File: src/bja_pkg.sv
// package: shared constants, enums and carrier structs of the branch/jump address unit
package bja_pkg;

    localparam int unsigned XLEN        = 32;
    localparam int unsigned IMM_W       = 16;
    localparam int unsigned REGIDX_W    = 5;
    localparam int unsigned JIDX_W      = 26;
    localparam int unsigned REGION_W    = 4;
    localparam int unsigned WORD_SHIFT  = 2;
    localparam logic [31:0] PC_STEP     = 32'h0000_0004;
    localparam logic [31:0] LINK_OFFSET = 32'h0000_0008;
    localparam logic [4:0]  LINK_REG    = 5'h1F;
    localparam logic [31:0] ZERO_WORD   = 32'h0000_0000;

    // operation class presented by decode
    typedef enum logic [3:0] {
        BJA_OP_NONE   = 4'h0,
        BJA_OP_MEM    = 4'h1,
        BJA_OP_BRANCH = 4'h2,
        BJA_OP_JUMP   = 4'h3,
        BJA_OP_JREG   = 4'h4,
        BJA_OP_ADD    = 4'h5,
        BJA_OP_SUB    = 4'h6
    } bja_op_t;

    // branch condition
    typedef enum logic [2:0] {
        BJA_CND_EQ   = 3'h0,
        BJA_CND_NE   = 3'h1,
        BJA_CND_LEZ  = 3'h2,
        BJA_CND_GTZ  = 3'h3,
        BJA_CND_LTZ  = 3'h4,
        BJA_CND_GEZ  = 3'h5
    } bja_cond_t;

    // decoded request from the decode stage
    typedef struct packed {
        logic        valid;
        bja_op_t     op;
        bja_cond_t   cond;
        logic        likely;
        logic        link;
        logic        trap_ovf;
        logic [31:0] pc;
        logic [31:0] rs_val;
        logic [31:0] rt_val;
        logic [15:0] imm;
        logic [25:0] jidx;
        logic [4:0]  link_dest;
    } bja_req_t;

    // answer to fetch, memory and write-back
    typedef struct packed {
        logic        valid;
        logic        redirect;
        logic [31:0] target;
        logic        slot_nullify;
        logic        mem_valid;
        logic [31:0] mem_addr;
        logic        link_we;
        logic [4:0]  link_idx;
        logic [31:0] link_data;
        logic        alu_valid;
        logic [31:0] alu_result;
        logic        ovf_trap;
    } bja_rsp_t;

    // unit state machine
    typedef enum logic [1:0] {
        BJA_ST_IDLE = 2'b01,
        BJA_ST_SLOT = 2'b10
    } bja_state_t;

    // all state of the unit
    typedef struct packed {
        bja_state_t  state;
        logic        kill_slot;
        bja_rsp_t    rsp;
    } bja_regs_t;

endpackage

File: src/bja_unit.sv
// module: branch, jump, link and effective-address computation for the integer pipeline
module bja_unit (
    // clock and reset
    input  wire logic              i_clk_sys,
    input  wire logic              i_rst_b,
    // decoded request
    input  wire bja_pkg::bja_req_t i_req,
    // answer to fetch, memory and write-back
    output bja_pkg::bja_rsp_t      o_rsp,
    // slot status for the following instruction
    output logic                   o_in_slot,
    output logic                   o_slot_kill
);

    bja_pkg::bja_regs_t st_reg;
    bja_pkg::bja_regs_t st_next;

    // =====================================================================
    // operand fields
    // =====================================================================
    logic [31:0] imm_word;
    logic [31:0] slot_pc;
    logic [31:0] link_pc;
    logic [31:0] br_target;
    logic [31:0] j_target;
    logic [31:0] ea_sum;
    logic [31:0] sum;
    logic [3:0]  pc_region;
    logic        rs_neg;
    logic        rs_zero;
    logic        rs_eq_rt;
    logic        cond_true;
    logic        is_sub;
    logic        a_sign;
    logic        b_sign;
    logic        r_sign;
    logic        ovf_raw;

    // =====================================================================
    // offset sign extension
    // =====================================================================
    wire logic [31:0] imm_sext;
    assign imm_sext[bja_pkg::IMM_W-1:0] = i_req.imm;
    for (genvar b = bja_pkg::IMM_W; b < bja_pkg::XLEN; b++) begin : g_sext
        assign imm_sext[b] = i_req.imm[bja_pkg::IMM_W-1];
    end

    // =====================================================================
    // address and condition datapath
    // =====================================================================
    always_comb begin
        // offset counts words, so the reach is four times the field range
        imm_word  = imm_sext << bja_pkg::WORD_SHIFT;
        slot_pc   = i_req.pc + bja_pkg::PC_STEP;
        // return skips the delay slot
        link_pc   = i_req.pc + bja_pkg::LINK_OFFSET;
        br_target = slot_pc + imm_word;
        pc_region = i_req.pc[bja_pkg::XLEN-1 -: bja_pkg::REGION_W];
        j_target  = {pc_region, i_req.jidx, 2'h0};
        // the only addressing mode: no index register, no absolute form
        ea_sum    = i_req.rs_val + imm_sext;
        rs_neg    = i_req.rs_val[bja_pkg::XLEN-1];
        rs_zero   = (i_req.rs_val == bja_pkg::ZERO_WORD);
        rs_eq_rt  = (i_req.rs_val == i_req.rt_val);
        // only register contents decide; no stored flags exist
        unique case (i_req.cond)
            bja_pkg::BJA_CND_EQ:  cond_true = rs_eq_rt;
            bja_pkg::BJA_CND_NE:  cond_true = !rs_eq_rt;
            bja_pkg::BJA_CND_LEZ: cond_true = rs_neg || rs_zero;
            bja_pkg::BJA_CND_GTZ: cond_true = !rs_neg && !rs_zero;
            bja_pkg::BJA_CND_LTZ: cond_true = rs_neg;
            bja_pkg::BJA_CND_GEZ: cond_true = !rs_neg;
            default:              cond_true = 1'b0;
        endcase
        is_sub  = (i_req.op == bja_pkg::BJA_OP_SUB);
        a_sign  = rs_neg;
        // subtract adds the inverted operand, so its sign flips too
        b_sign  = is_sub ? !i_req.rt_val[bja_pkg::XLEN-1]
                         : i_req.rt_val[bja_pkg::XLEN-1];
        sum     = is_sub ? i_req.rs_val - i_req.rt_val
                         : i_req.rs_val + i_req.rt_val;
        r_sign  = sum[bja_pkg::XLEN-1];
        // overflow: operands agree in sign, result differs
        ovf_raw = (a_sign == b_sign) && (r_sign != a_sign);
    end

    // =====================================================================
    // request qualifiers
    // =====================================================================
    logic        is_mem;
    logic        is_branch;
    logic        is_jump;
    logic        is_jreg;
    logic        is_alu;
    logic        is_xfer;
    logic        is_call;
    logic        is_taken;
    logic        slot_cancel;

    always_comb begin
        is_mem      = i_req.valid && (i_req.op == bja_pkg::BJA_OP_MEM);
        is_branch   = i_req.valid && (i_req.op == bja_pkg::BJA_OP_BRANCH);
        is_jump     = i_req.valid && (i_req.op == bja_pkg::BJA_OP_JUMP);
        is_jreg     = i_req.valid && (i_req.op == bja_pkg::BJA_OP_JREG);
        is_alu      = i_req.valid && (i_req.op == bja_pkg::BJA_OP_ADD ||
                                      i_req.op == bja_pkg::BJA_OP_SUB);
        is_xfer     = is_branch || is_jump || is_jreg;
        // calls link whether or not the condition holds
        is_call     = is_xfer && i_req.link;
        is_taken    = is_jump || is_jreg || (is_branch && cond_true);
        // a taken likely branch keeps its slot
        slot_cancel = is_branch && i_req.likely && !cond_true;
    end

    // =====================================================================
    // next state
    // =====================================================================
    always_comb begin
        st_next     = st_reg;
        st_next.rsp = '0;
        if (i_req.valid) begin
            st_next.rsp.valid = 1'b1;
            unique case (i_req.op)
                bja_pkg::BJA_OP_MEM: begin
                    st_next.rsp.mem_valid = is_mem;
                    st_next.rsp.mem_addr  = ea_sum;
                end
                bja_pkg::BJA_OP_BRANCH: begin
                    st_next.rsp.redirect = is_taken;
                    st_next.rsp.target   = br_target;
                    // likely form not taken kills the slot
                    st_next.rsp.slot_nullify = slot_cancel;
                end
                bja_pkg::BJA_OP_JUMP: begin
                    st_next.rsp.redirect = 1'b1;
                    st_next.rsp.target   = j_target;
                end
                bja_pkg::BJA_OP_JREG: begin
                    st_next.rsp.redirect = 1'b1;
                    st_next.rsp.target   = i_req.rs_val;
                end
                bja_pkg::BJA_OP_ADD,
                bja_pkg::BJA_OP_SUB: begin
                    st_next.rsp.alu_valid  = is_alu;
                    st_next.rsp.alu_result = sum;
                    // non-trapping forms never flag
                    st_next.rsp.ovf_trap = i_req.trap_ovf && ovf_raw;
                end
                default: st_next.rsp.valid = 1'b1;
            endcase
            // link only for calls; a branch call links even when not taken
            if (is_call) begin
                st_next.rsp.link_we   = 1'b1;
                st_next.rsp.link_idx  = bja_pkg::LINK_REG;
                st_next.rsp.link_data = link_pc;
            end
        end
        // slot tracking: next valid instruction after a transfer is the slot
        unique case (st_reg.state)
            bja_pkg::BJA_ST_IDLE: begin
                if (is_xfer) begin
                    st_next.state     = bja_pkg::BJA_ST_SLOT;
                    st_next.kill_slot = st_next.rsp.slot_nullify;
                end
            end
            bja_pkg::BJA_ST_SLOT: begin
                // the slot itself is not a transfer; it leaves the slot window
                if (i_req.valid) begin
                    st_next.state     = bja_pkg::BJA_ST_IDLE;
                    st_next.kill_slot = 1'b0;
                end
            end
            default: begin
                st_next.state     = bja_pkg::BJA_ST_IDLE;
                st_next.kill_slot = 1'b0;
            end
        endcase
    end

    // =====================================================================
    // registers
    // =====================================================================
    always_ff @(posedge i_clk_sys) begin
        // synchronous reset; answer fields clear so no stale pulse follows
        if (!i_rst_b) begin
            st_reg.rsp       <= '0;
            st_reg.kill_slot <= 1'b0;
            st_reg.state     <= bja_pkg::BJA_ST_IDLE;
        end else begin
            st_reg <= st_next;
        end
    end

    // =====================================================================
    // outputs, taken from the state register
    // =====================================================================
    assign o_rsp       = st_reg.rsp;
    assign o_in_slot   = (st_reg.state == bja_pkg::BJA_ST_SLOT);
    assign o_slot_kill = st_reg.kill_slot;

endmodule

File: config.mk
export PLATFORM = sky130hd
export DESIGN_NAME = bja_unit
export DESIGN_NICKNAME = d
export VERILOG_FILES = /design/src/bja_pkg.sv /design/src/bja_unit.sv
export SDC_FILE = /design/constraint.sdc
export NUM_CORES = 1
export LEC_CHECK = 0
export BUFFER_PORTS_ARGS = -buffer_cell sky130_fd_sc_hd__clkbuf_2
export CORE_MARGIN = 8
export CORE_UTILIZATION = 55
export DETAILED_ROUTE_END_ITERATION = 16
export PLACE_DENSITY_LB_ADDON = 0.12
export SLEW_MARGIN = 20
export SYNTH_ARGS = -nofsm -noshare
export SYNTH_HDL_FRONTEND = slang
export SYNTH_SLANG_ARGS = --single-unit
File: constraint.sdc
create_clock -name i_clk_sys -period 3.75 [get_ports i_clk_sys]
set_input_delay 0.75 -clock i_clk_sys [delete_from_list [all_inputs] [get_ports i_clk_sys]]
set_output_delay 0.75 -clock i_clk_sys [all_outputs]
set_load 0.01 [all_outputs]
==> impl_metrics.tcl, run 1 <==
set metrics [dict create \
    design.die.area_mm2 0.0271 \
    period_share_pct 89.1 \
    worst_hold_path.num_cells 2 \
    hold_violations 0 \
    gp_congestion 0.953 \
    ys_seq_area_share_pct 22.7 \
    layout_min_cycle_time_ps 3340 \
    final_core_util_pct 63.0 \
    setup_repair_after_global_routing_missed_its_margin "no" \
    worst_setup_hold_path_clk_slew_ps 70 \
    antenna_cells_inserted 0 \
    initial_core_util_pct 56.0 \
    clock-sinks 138 \
    htreeDepth 4 \
    boundaryPins 298 \
    grt_remaining_overflow 0 \
    maxSlewHeadroom_pct 63.2 \
    critical_path.startpoint_type "input port" \
    synthesis_warnings 0 \
    number_of_enable_type_register_cells_in_the_synthesized_netlist 0 \
    drt-initial-drc-count 740 \
    asyncSetResetFlopFracSynth_pct 0 \
    setup.reg_to_reg.worst_slack_ps 2750 \
    power.leakage_nw 6.68 \
    yosys-top-cells-area "sky130_fd_sc_hd__dfxtp_1, sky130_fd_sc_hd__ha_1, sky130_fd_sc_hd__buf_4, sky130_fd_sc_hd__nor2_1, sky130_fd_sc_hd__xnor2_1" \
    dp_cells 1983 \
    hold_path_end "o_slot_kill$_SDFFE_PN0P_" \
    yosys.cell_count.top_type "sky130_fd_sc_hd__nor2_1" \
    dp_hpwl_um 31800 \
    antenna_found_initial 3 \
    post_cts.repair.setup_buffers 0 \
    area_growth_syn_to_layout_pct 12.7 \
    num-nets-final 2033 \
    worstHoldPathType "flop to flop" \
    synth_cells 1550 \
    synthDominantAreaCellType "sky130_fd_sc_hd__dfxtp_1" \
    post_layout_nonfiller_instances 2015 \
    critical_path.reg2reg.endpoint "st_reg[141]$_SDFFE_PN1P_" \
    clock_latency_ps 420 \
    clock_tree_from_tritoncts "done" \
    netlist_top_cells_count "sky130_fd_sc_hd__nor2_1, sky130_fd_sc_hd__ha_1, sky130_fd_sc_hd__buf_4" \
    hold_ws_ps 471 \
    synth.lib_cells_used.distinct 75 \
    synth-seq-cells 138 \
    total_standard_cell_area_after_synthesis_mm2 0.0122 \
    run_status "finished clean" \
    grt_first_pass_wirelength_um 59800 \
    worstPathRequired_ps 4050 \
    finalClockSkew_ps 4.74 \
    cts_root_buf "sky130_fd_sc_hd__clkbuf_16" \
    routed_wirelength_um 39000 \
    vias_in_the_first_global_route 11400 \
    fraction_of_final_layout_cells_with_drive_strength_greater_than_1_pct 23.6 \
    postSynthNetCount 1861 \
    numPortBuffers 292 \
    synthDominantCellAreaShare_pct 22.7 \
    max_cap_violations 0 \
    worst-endpoint-arrival_ps 3640 \
    drt_first_pass_iters 5 \
    peakVddDrop_uv 302 \
    ratio_of_total_power_to_cell_area_mw_per_mm2 334 \
    detailroute.via_count 11600 \
    dieHeight_um 165 \
    r2r-start "st_reg[141]$_SDFFE_PN1P_" \
    timing_worst_setup_path_type "input port to flop" \
    drcViolationCount 0 \
    cp-end-kind "flop" \
    clockBufferDepth 2 \
    gr-usage-all-layers_pct 28.0 \
    wl_per_cell_um 19.4 \
    multi_input_comb_area_mm2 0.00776 \
    cts-resized-gates 0 \
    cts_made_buffers 17 \
    largest_register_ff_count 135 \
    cts_hold_repair.buffers 0 \
    area.sequential_mm2 0.00276 \
    critical_path.max_fanout 3 \
    floorplan.core_area_mm2 0.0218 \
    synthFlopType "sky130_fd_sc_hd__dfxtp_1" \
    die-width_um 165 \
    drt-vias-per-instance 5.77 \
    antenna_violating_nets_post_route 0 \
    critical_hold_path_startpoint "o_slot_kill$_SDFFE_PN0P_" \
    clock.fmax_mhz 299 \
    grt_max_degree 32 \
    nFillCells 2002 \
    setup_violations 0 \
    postSynthAreaPerCell_um2 7.85 \
    site_row_count 54 \
    worst_pin_slew_ps 538 \
    reg2reg_depth 3 \
    finalMaxSlewViolations 0 \
]
## metrics by stage
stage               worst slack (ps)  setup TNS (ps)  cell area [um2]  power [W]
finish                           409               0            13700    0.00459
floorplan                        351               0            12200    0.00253
CTS                              432               0            13700    0.00459
detailed placement             -7.49           -7.49            13200    0.00299
global route                     126               0            13700    0.00482
global placement                28.0               0            13200    0.00298
## where the power goes
| part | total, W | switching, W | leakage, nW | internal, W |
|---|---|---|---|---|
| clock network | 0.00160 | 0.000739 | 0.252 | 0.000861 |
| registers | 0.00149 | 0.00000546 | 1.11 | 0.00148 |
| logic | 0.00150 | 0.000865 | 5.31 | 0.000634 |
## worst max-delay path, stage by stage
cell and delay [ps]:
sky130_fd_sc_hd__clkbuf_2 110, sky130_fd_sc_hd__ha_1 280, sky130_fd_sc_hd__ha_1 160, sky130_fd_sc_hd__inv_1 50, sky130_fd_sc_hd__fa_1 390, sky130_fd_sc_hd__nor2b_1 190
sky130_fd_sc_hd__o31ai_2 90, sky130_fd_sc_hd__a21o_1 210, sky130_fd_sc_hd__a211oi_2 250, sky130_fd_sc_hd__o21a_1 220, sky130_fd_sc_hd__nand2_1 90, sky130_fd_sc_hd__o31a_1 310
sky130_fd_sc_hd__xnor2_1 130, sky130_fd_sc_hd__a222oi_1 320, sky130_fd_sc_hd__nor2_1 70
## routing by layer
| metal | routed length, um | GRT usage (%) |
|---|---|---|
| met2 | 18200 | 46.6 |
| met1 | 16200 | 34.9 |
| met3 | 3590 | 6.68 |
| met5 | 28 | 0 |
| met4 | 1010 | 9.46 |
## area by class of cell
class | count | share of cell area [%]
repair buffers | 354 | 14.1
inverters | 95 | 2.60
clock inverters | 14 | 0.839
well taps | 280 | 2.55
flip-flops and latches | 138 | 20.1
clock buffers | 18 | 3.13
multi-input cells | 1116 | 56.6
## placed cells by master (no fill, tap or decap), types with 7 or more instances in the layout
| cell type | count |
|---|---|
| sky130_fd_sc_hd__a211oi_1 | 12 |
| sky130_fd_sc_hd__a21o_1 | 43 |
| sky130_fd_sc_hd__a21oi_1 | 103 |
| sky130_fd_sc_hd__a222oi_1 | 22 |
| sky130_fd_sc_hd__a22oi_1 | 10 |
| sky130_fd_sc_hd__a31oi_1 | 22 |
| sky130_fd_sc_hd__and2_1 | 7 |
| sky130_fd_sc_hd__and3_1 | 14 |
| sky130_fd_sc_hd__and4_1 | 7 |
| sky130_fd_sc_hd__buf_4 | 61 |
| sky130_fd_sc_hd__clkbuf_16 | 17 |
| sky130_fd_sc_hd__clkbuf_2 | 292 |
| sky130_fd_sc_hd__dfxtp_1 | 138 |
| sky130_fd_sc_hd__ha_1 | 151 |
| sky130_fd_sc_hd__inv_1 | 95 |
| sky130_fd_sc_hd__nand2_1 | 75 |
| sky130_fd_sc_hd__nand2b_1 | 14 |
| sky130_fd_sc_hd__nand3_1 | 32 |
| sky130_fd_sc_hd__nand4_1 | 21 |
| sky130_fd_sc_hd__nor2_1 | 184 |
| sky130_fd_sc_hd__nor2b_1 | 20 |
| sky130_fd_sc_hd__nor3_1 | 38 |
| sky130_fd_sc_hd__nor4_1 | 12 |
| sky130_fd_sc_hd__o21a_1 | 14 |
| sky130_fd_sc_hd__o21ai_0 | 66 |
| sky130_fd_sc_hd__o21bai_1 | 22 |
| sky130_fd_sc_hd__o31ai_1 | 10 |
| sky130_fd_sc_hd__or3_1 | 15 |
| sky130_fd_sc_hd__xnor2_1 | 60 |
| sky130_fd_sc_hd__xor2_1 | 40 |
## worst max path at each step
stage	start	to	cells past startpoint
after global routing	i_req[31]	o_rsp[135]$_SDFF_PN0_	17
after global placement	i_req[114]	o_rsp[135]$_SDFF_PN0_	15
final	i_req[114]	o_rsp[135]$_SDFF_PN0_	15
after CTS	i_req[114]	o_rsp[135]$_SDFF_PN0_	15
after floorplan	i_req[32]	o_rsp[135]$_SDFF_PN0_	14
after detailed placement	i_req[114]	o_rsp[135]$_SDFF_PN0_	15
## cells by family (layout without fill, tap and decap cells)
family,count (synthesis),in the layout,share of synthesized area (%)
and+or+nand+nor,462,462,18.0
AOI/OAI and AO/OA,392,392,21.7
buffers and inverters,296,481,13.6
adders and majority gates,155,155,16.2
DFF,138,138,22.7
xor gates and xnor gates,100,100,7.19
muxes,7,7,0.586
No activity file was read; power rests on OpenSTA's default activity.
==> run 2, diff against run 1 <==
--- a/config.mk
+++ b/config.mk
@@ -10,6 +10,7 @@
 export CORE_UTILIZATION = 55
 export DETAILED_ROUTE_END_ITERATION = 16
 export PLACE_DENSITY_LB_ADDON = 0.12
+export REMOVE_ABC_BUFFERS = 1
 export SLEW_MARGIN = 20
 export SYNTH_ARGS = -nofsm -noshare
 export SYNTH_HDL_FRONTEND = slang
==> run 2 against run 1 <==
  * Die area did not move
  * Critical path depth did not move
  * Global-route usage fell by 0.67 points
  * Critical path type unchanged
==> impl_metrics.tcl, run 2 (synthesis gave the netlist of run 1 again) <==
set metrics [dict create \
    critical_path.max_fanout 3 \
    vias_in_the_first_global_route 11300 \
    place_area_mm2 0.0131 \
    drt_first_pass_iters 8 \
    commonest_non_fill_non_tap_cells_in_the_layout "sky130_fd_sc_hd__clkbuf_2, sky130_fd_sc_hd__nor2_1, sky130_fd_sc_hd__ha_1, sky130_fd_sc_hd__dfxtp_1, sky130_fd_sc_hd__a21oi_1" \
    final_common_cell "sky130_fd_sc_hd__clkbuf_2" \
    wl_per_cell_um 18.7 \
    hold_violations 0 \
    drt-initial-drc-count 753 \
    grt_remaining_overflow 0 \
    finalMaxSlewViolations 0 \
    worstHoldPathType "flop to flop" \
    timing_worst_setup_path_type "input port to flop" \
    clock.fmax_mhz 292 \
    post_cts.repair.setup_buffers 0 \
    power_frac_seq_pct 32.6 \
    clkPwrFrac_pct 35.1 \
    die-width_um 165 \
    ratio_of_total_power_to_cell_area_mw_per_mm2 334 \
    dp_hpwl_um 30900 \
    design.die.area_mm2 0.0271 \
    largest_register_ff_count 135 \
    switching_share_pct 34.1 \
    cts_root_buf "sky130_fd_sc_hd__clkbuf_16" \
    gp_congestion 0.944 \
    power.leakage_nw 6.65 \
    clock_latency_ps 430 \
    worstPathBufferInverterCount 2 \
    multi_input_comb_area_mm2 0.00776 \
    cts_made_buffers 17 \
    peakVddDrop_uv 273 \
    routed_wirelength_um 37600 \
    worstPathRequired_ps 4060 \
    dieHeight_um 165 \
    period_share_pct 91.5 \
    grt_max_degree 33 \
    final_core_util_pct 62.9 \
    site_row_count 54 \
    area_growth_syn_to_layout_pct 12.4 \
    cp_slowest_cell "sky130_fd_sc_hd__fa_1" \
    finish.instance_area_mm2 0.0137 \
    numPortBuffers 292 \
    grt_first_pass_wirelength_um 59000 \
    clock_tree_from_tritoncts "done" \
    report.power.total_w 0.00456 \
    worst_path_most_repeated_cell "sky130_fd_sc_hd__ha_1" \
    antenna_cells_inserted 0 \
    cts-resized-gates 0 \
    max_stage_delay_ps 370 \
    worst_setup_hold_path_clk_slew_ps 60 \
    run_status "finished clean" \
    fraction_of_final_layout_cells_with_drive_strength_greater_than_1_pct 23.2 \
    switching_power_w 0.00156 \
    power.share.combinational_pct 32.4 \
    worst-endpoint-arrival_ps 3740 \
    layout_min_cycle_time_ps 3430 \
    floorplan.core_area_mm2 0.0218 \
    setup_violations 0 \
    worst_pin_slew_ps 850 \
    initial_core_util_pct 56.0 \
    antenna_violating_nets_post_route 0 \
    critical_path.top_delay_family "compound AO/OA/AOI/OAI gates" \
    cp_cell_sequence "clkbuf_2 > ha_1 > ha_1 > inv_1 > fa_1 > nor2b_1 > o31ai_2 > a21o_1 > a211oi_2 > o21a_1 > nand2_1 > o31a_1 > a21oi_1 > o21ai_0 > a41o_1" \
    maxSlewHeadroom_pct 43.3 \
    max_cap_violations 0 \
    clock-sinks 138 \
    nFillCells 2014 \
    totalNegativeSetupSlack_ps 0 \
    num-nets-final 2027 \
    setup_repair_after_global_routing_missed_its_margin "no" \
    drcViolationCount 0 \
    cell_internal_power_w 0.00301 \
    htreeDepth 4 \
    drt-vias-per-instance 5.76 \
    boundaryPins 298 \
    cts_hold_repair.buffers 0 \
    clockBufferDepth 2 \
    cp-end-kind "flop" \
    antenna_found_initial 1 \
    critical_path.startpoint_type "input port" \
    area.sequential_mm2 0.00276 \
    gr-usage-all-layers_pct 27.4 \
    finalClockSkew_ps 3.78 \
    detailroute.via_count 11600 \
]
[run 2: changes by cell type in the layout (fill, tap and decap cells not counted), sizes merged]
cell | before | now
buf | 62 | 56
clkbuf | 310 | 314
clkinv | 3 | 5
clkinvlp | 5 | 3
inv | 101 | 96
[run 2: final timing paths]
kind         cells past startpoint                       end  slack (ps)                      from
min reg2reg                      2  o_slot_kill$_SDFFE_PN0P_         460  o_slot_kill$_SDFFE_PN0P_
max                             15     o_rsp[137]$_SDFF_PN0_         320                 i_req[32]
min                              2  o_slot_kill$_SDFFE_PN0P_         460  o_slot_kill$_SDFFE_PN0P_
max reg2reg                      3  st_reg[141]$_SDFFE_PN1P_        2780  st_reg[141]$_SDFFE_PN1P_
[run 2: worst reg2reg max path, stage by stage, from the launching register on]
cell	delay, ps
sky130_fd_sc_hd__dfxtp_1	380
sky130_fd_sc_hd__nor3b_1	260
sky130_fd_sc_hd__o21a_1	180
sky130_fd_sc_hd__inv_1	40
[run 2: final cells by class]
type	count	share of cell area [%]
Clock buffer	22	3.47
Clock inverter	9	0.494
Inverter	95	2.61
Multi-Input combinational cell	1116	56.7
Sequential cell	138	20.2
Tap cell	280	2.56
Timing Repair Buffer	348	13.9
[run 2: power by group through the flow]
stage	registers, W	logic [W]	clock network, W
after floorplan	0.00153	0.000969	0
after global routing	0.00149	0.00163	0.00168
after global placement	0.00152	0.00143	0
final	0.00149	0.00148	0.00160
after CTS	0.00149	0.00145	0.00162
after detailed placement	0.00152	0.00144	0
[run 2: per-stage QoR]
step                instances  worst slack [ps]  hold slack, ps
floorplan                1349              -705             474
global placement         1977              11.5             443
detailed placement       1977             -42.3             451
CTS                      2008               370             461
global route             2008               145             512
finish                   2008               320             464
[run 2: layer usage]
layer  part of all wire [%]  GRT usage, %
met5                  0.024             0
met4                    2.4          8.52
met3                    9.8          7.33
met2                     45          43.7
met1                     43          35.3
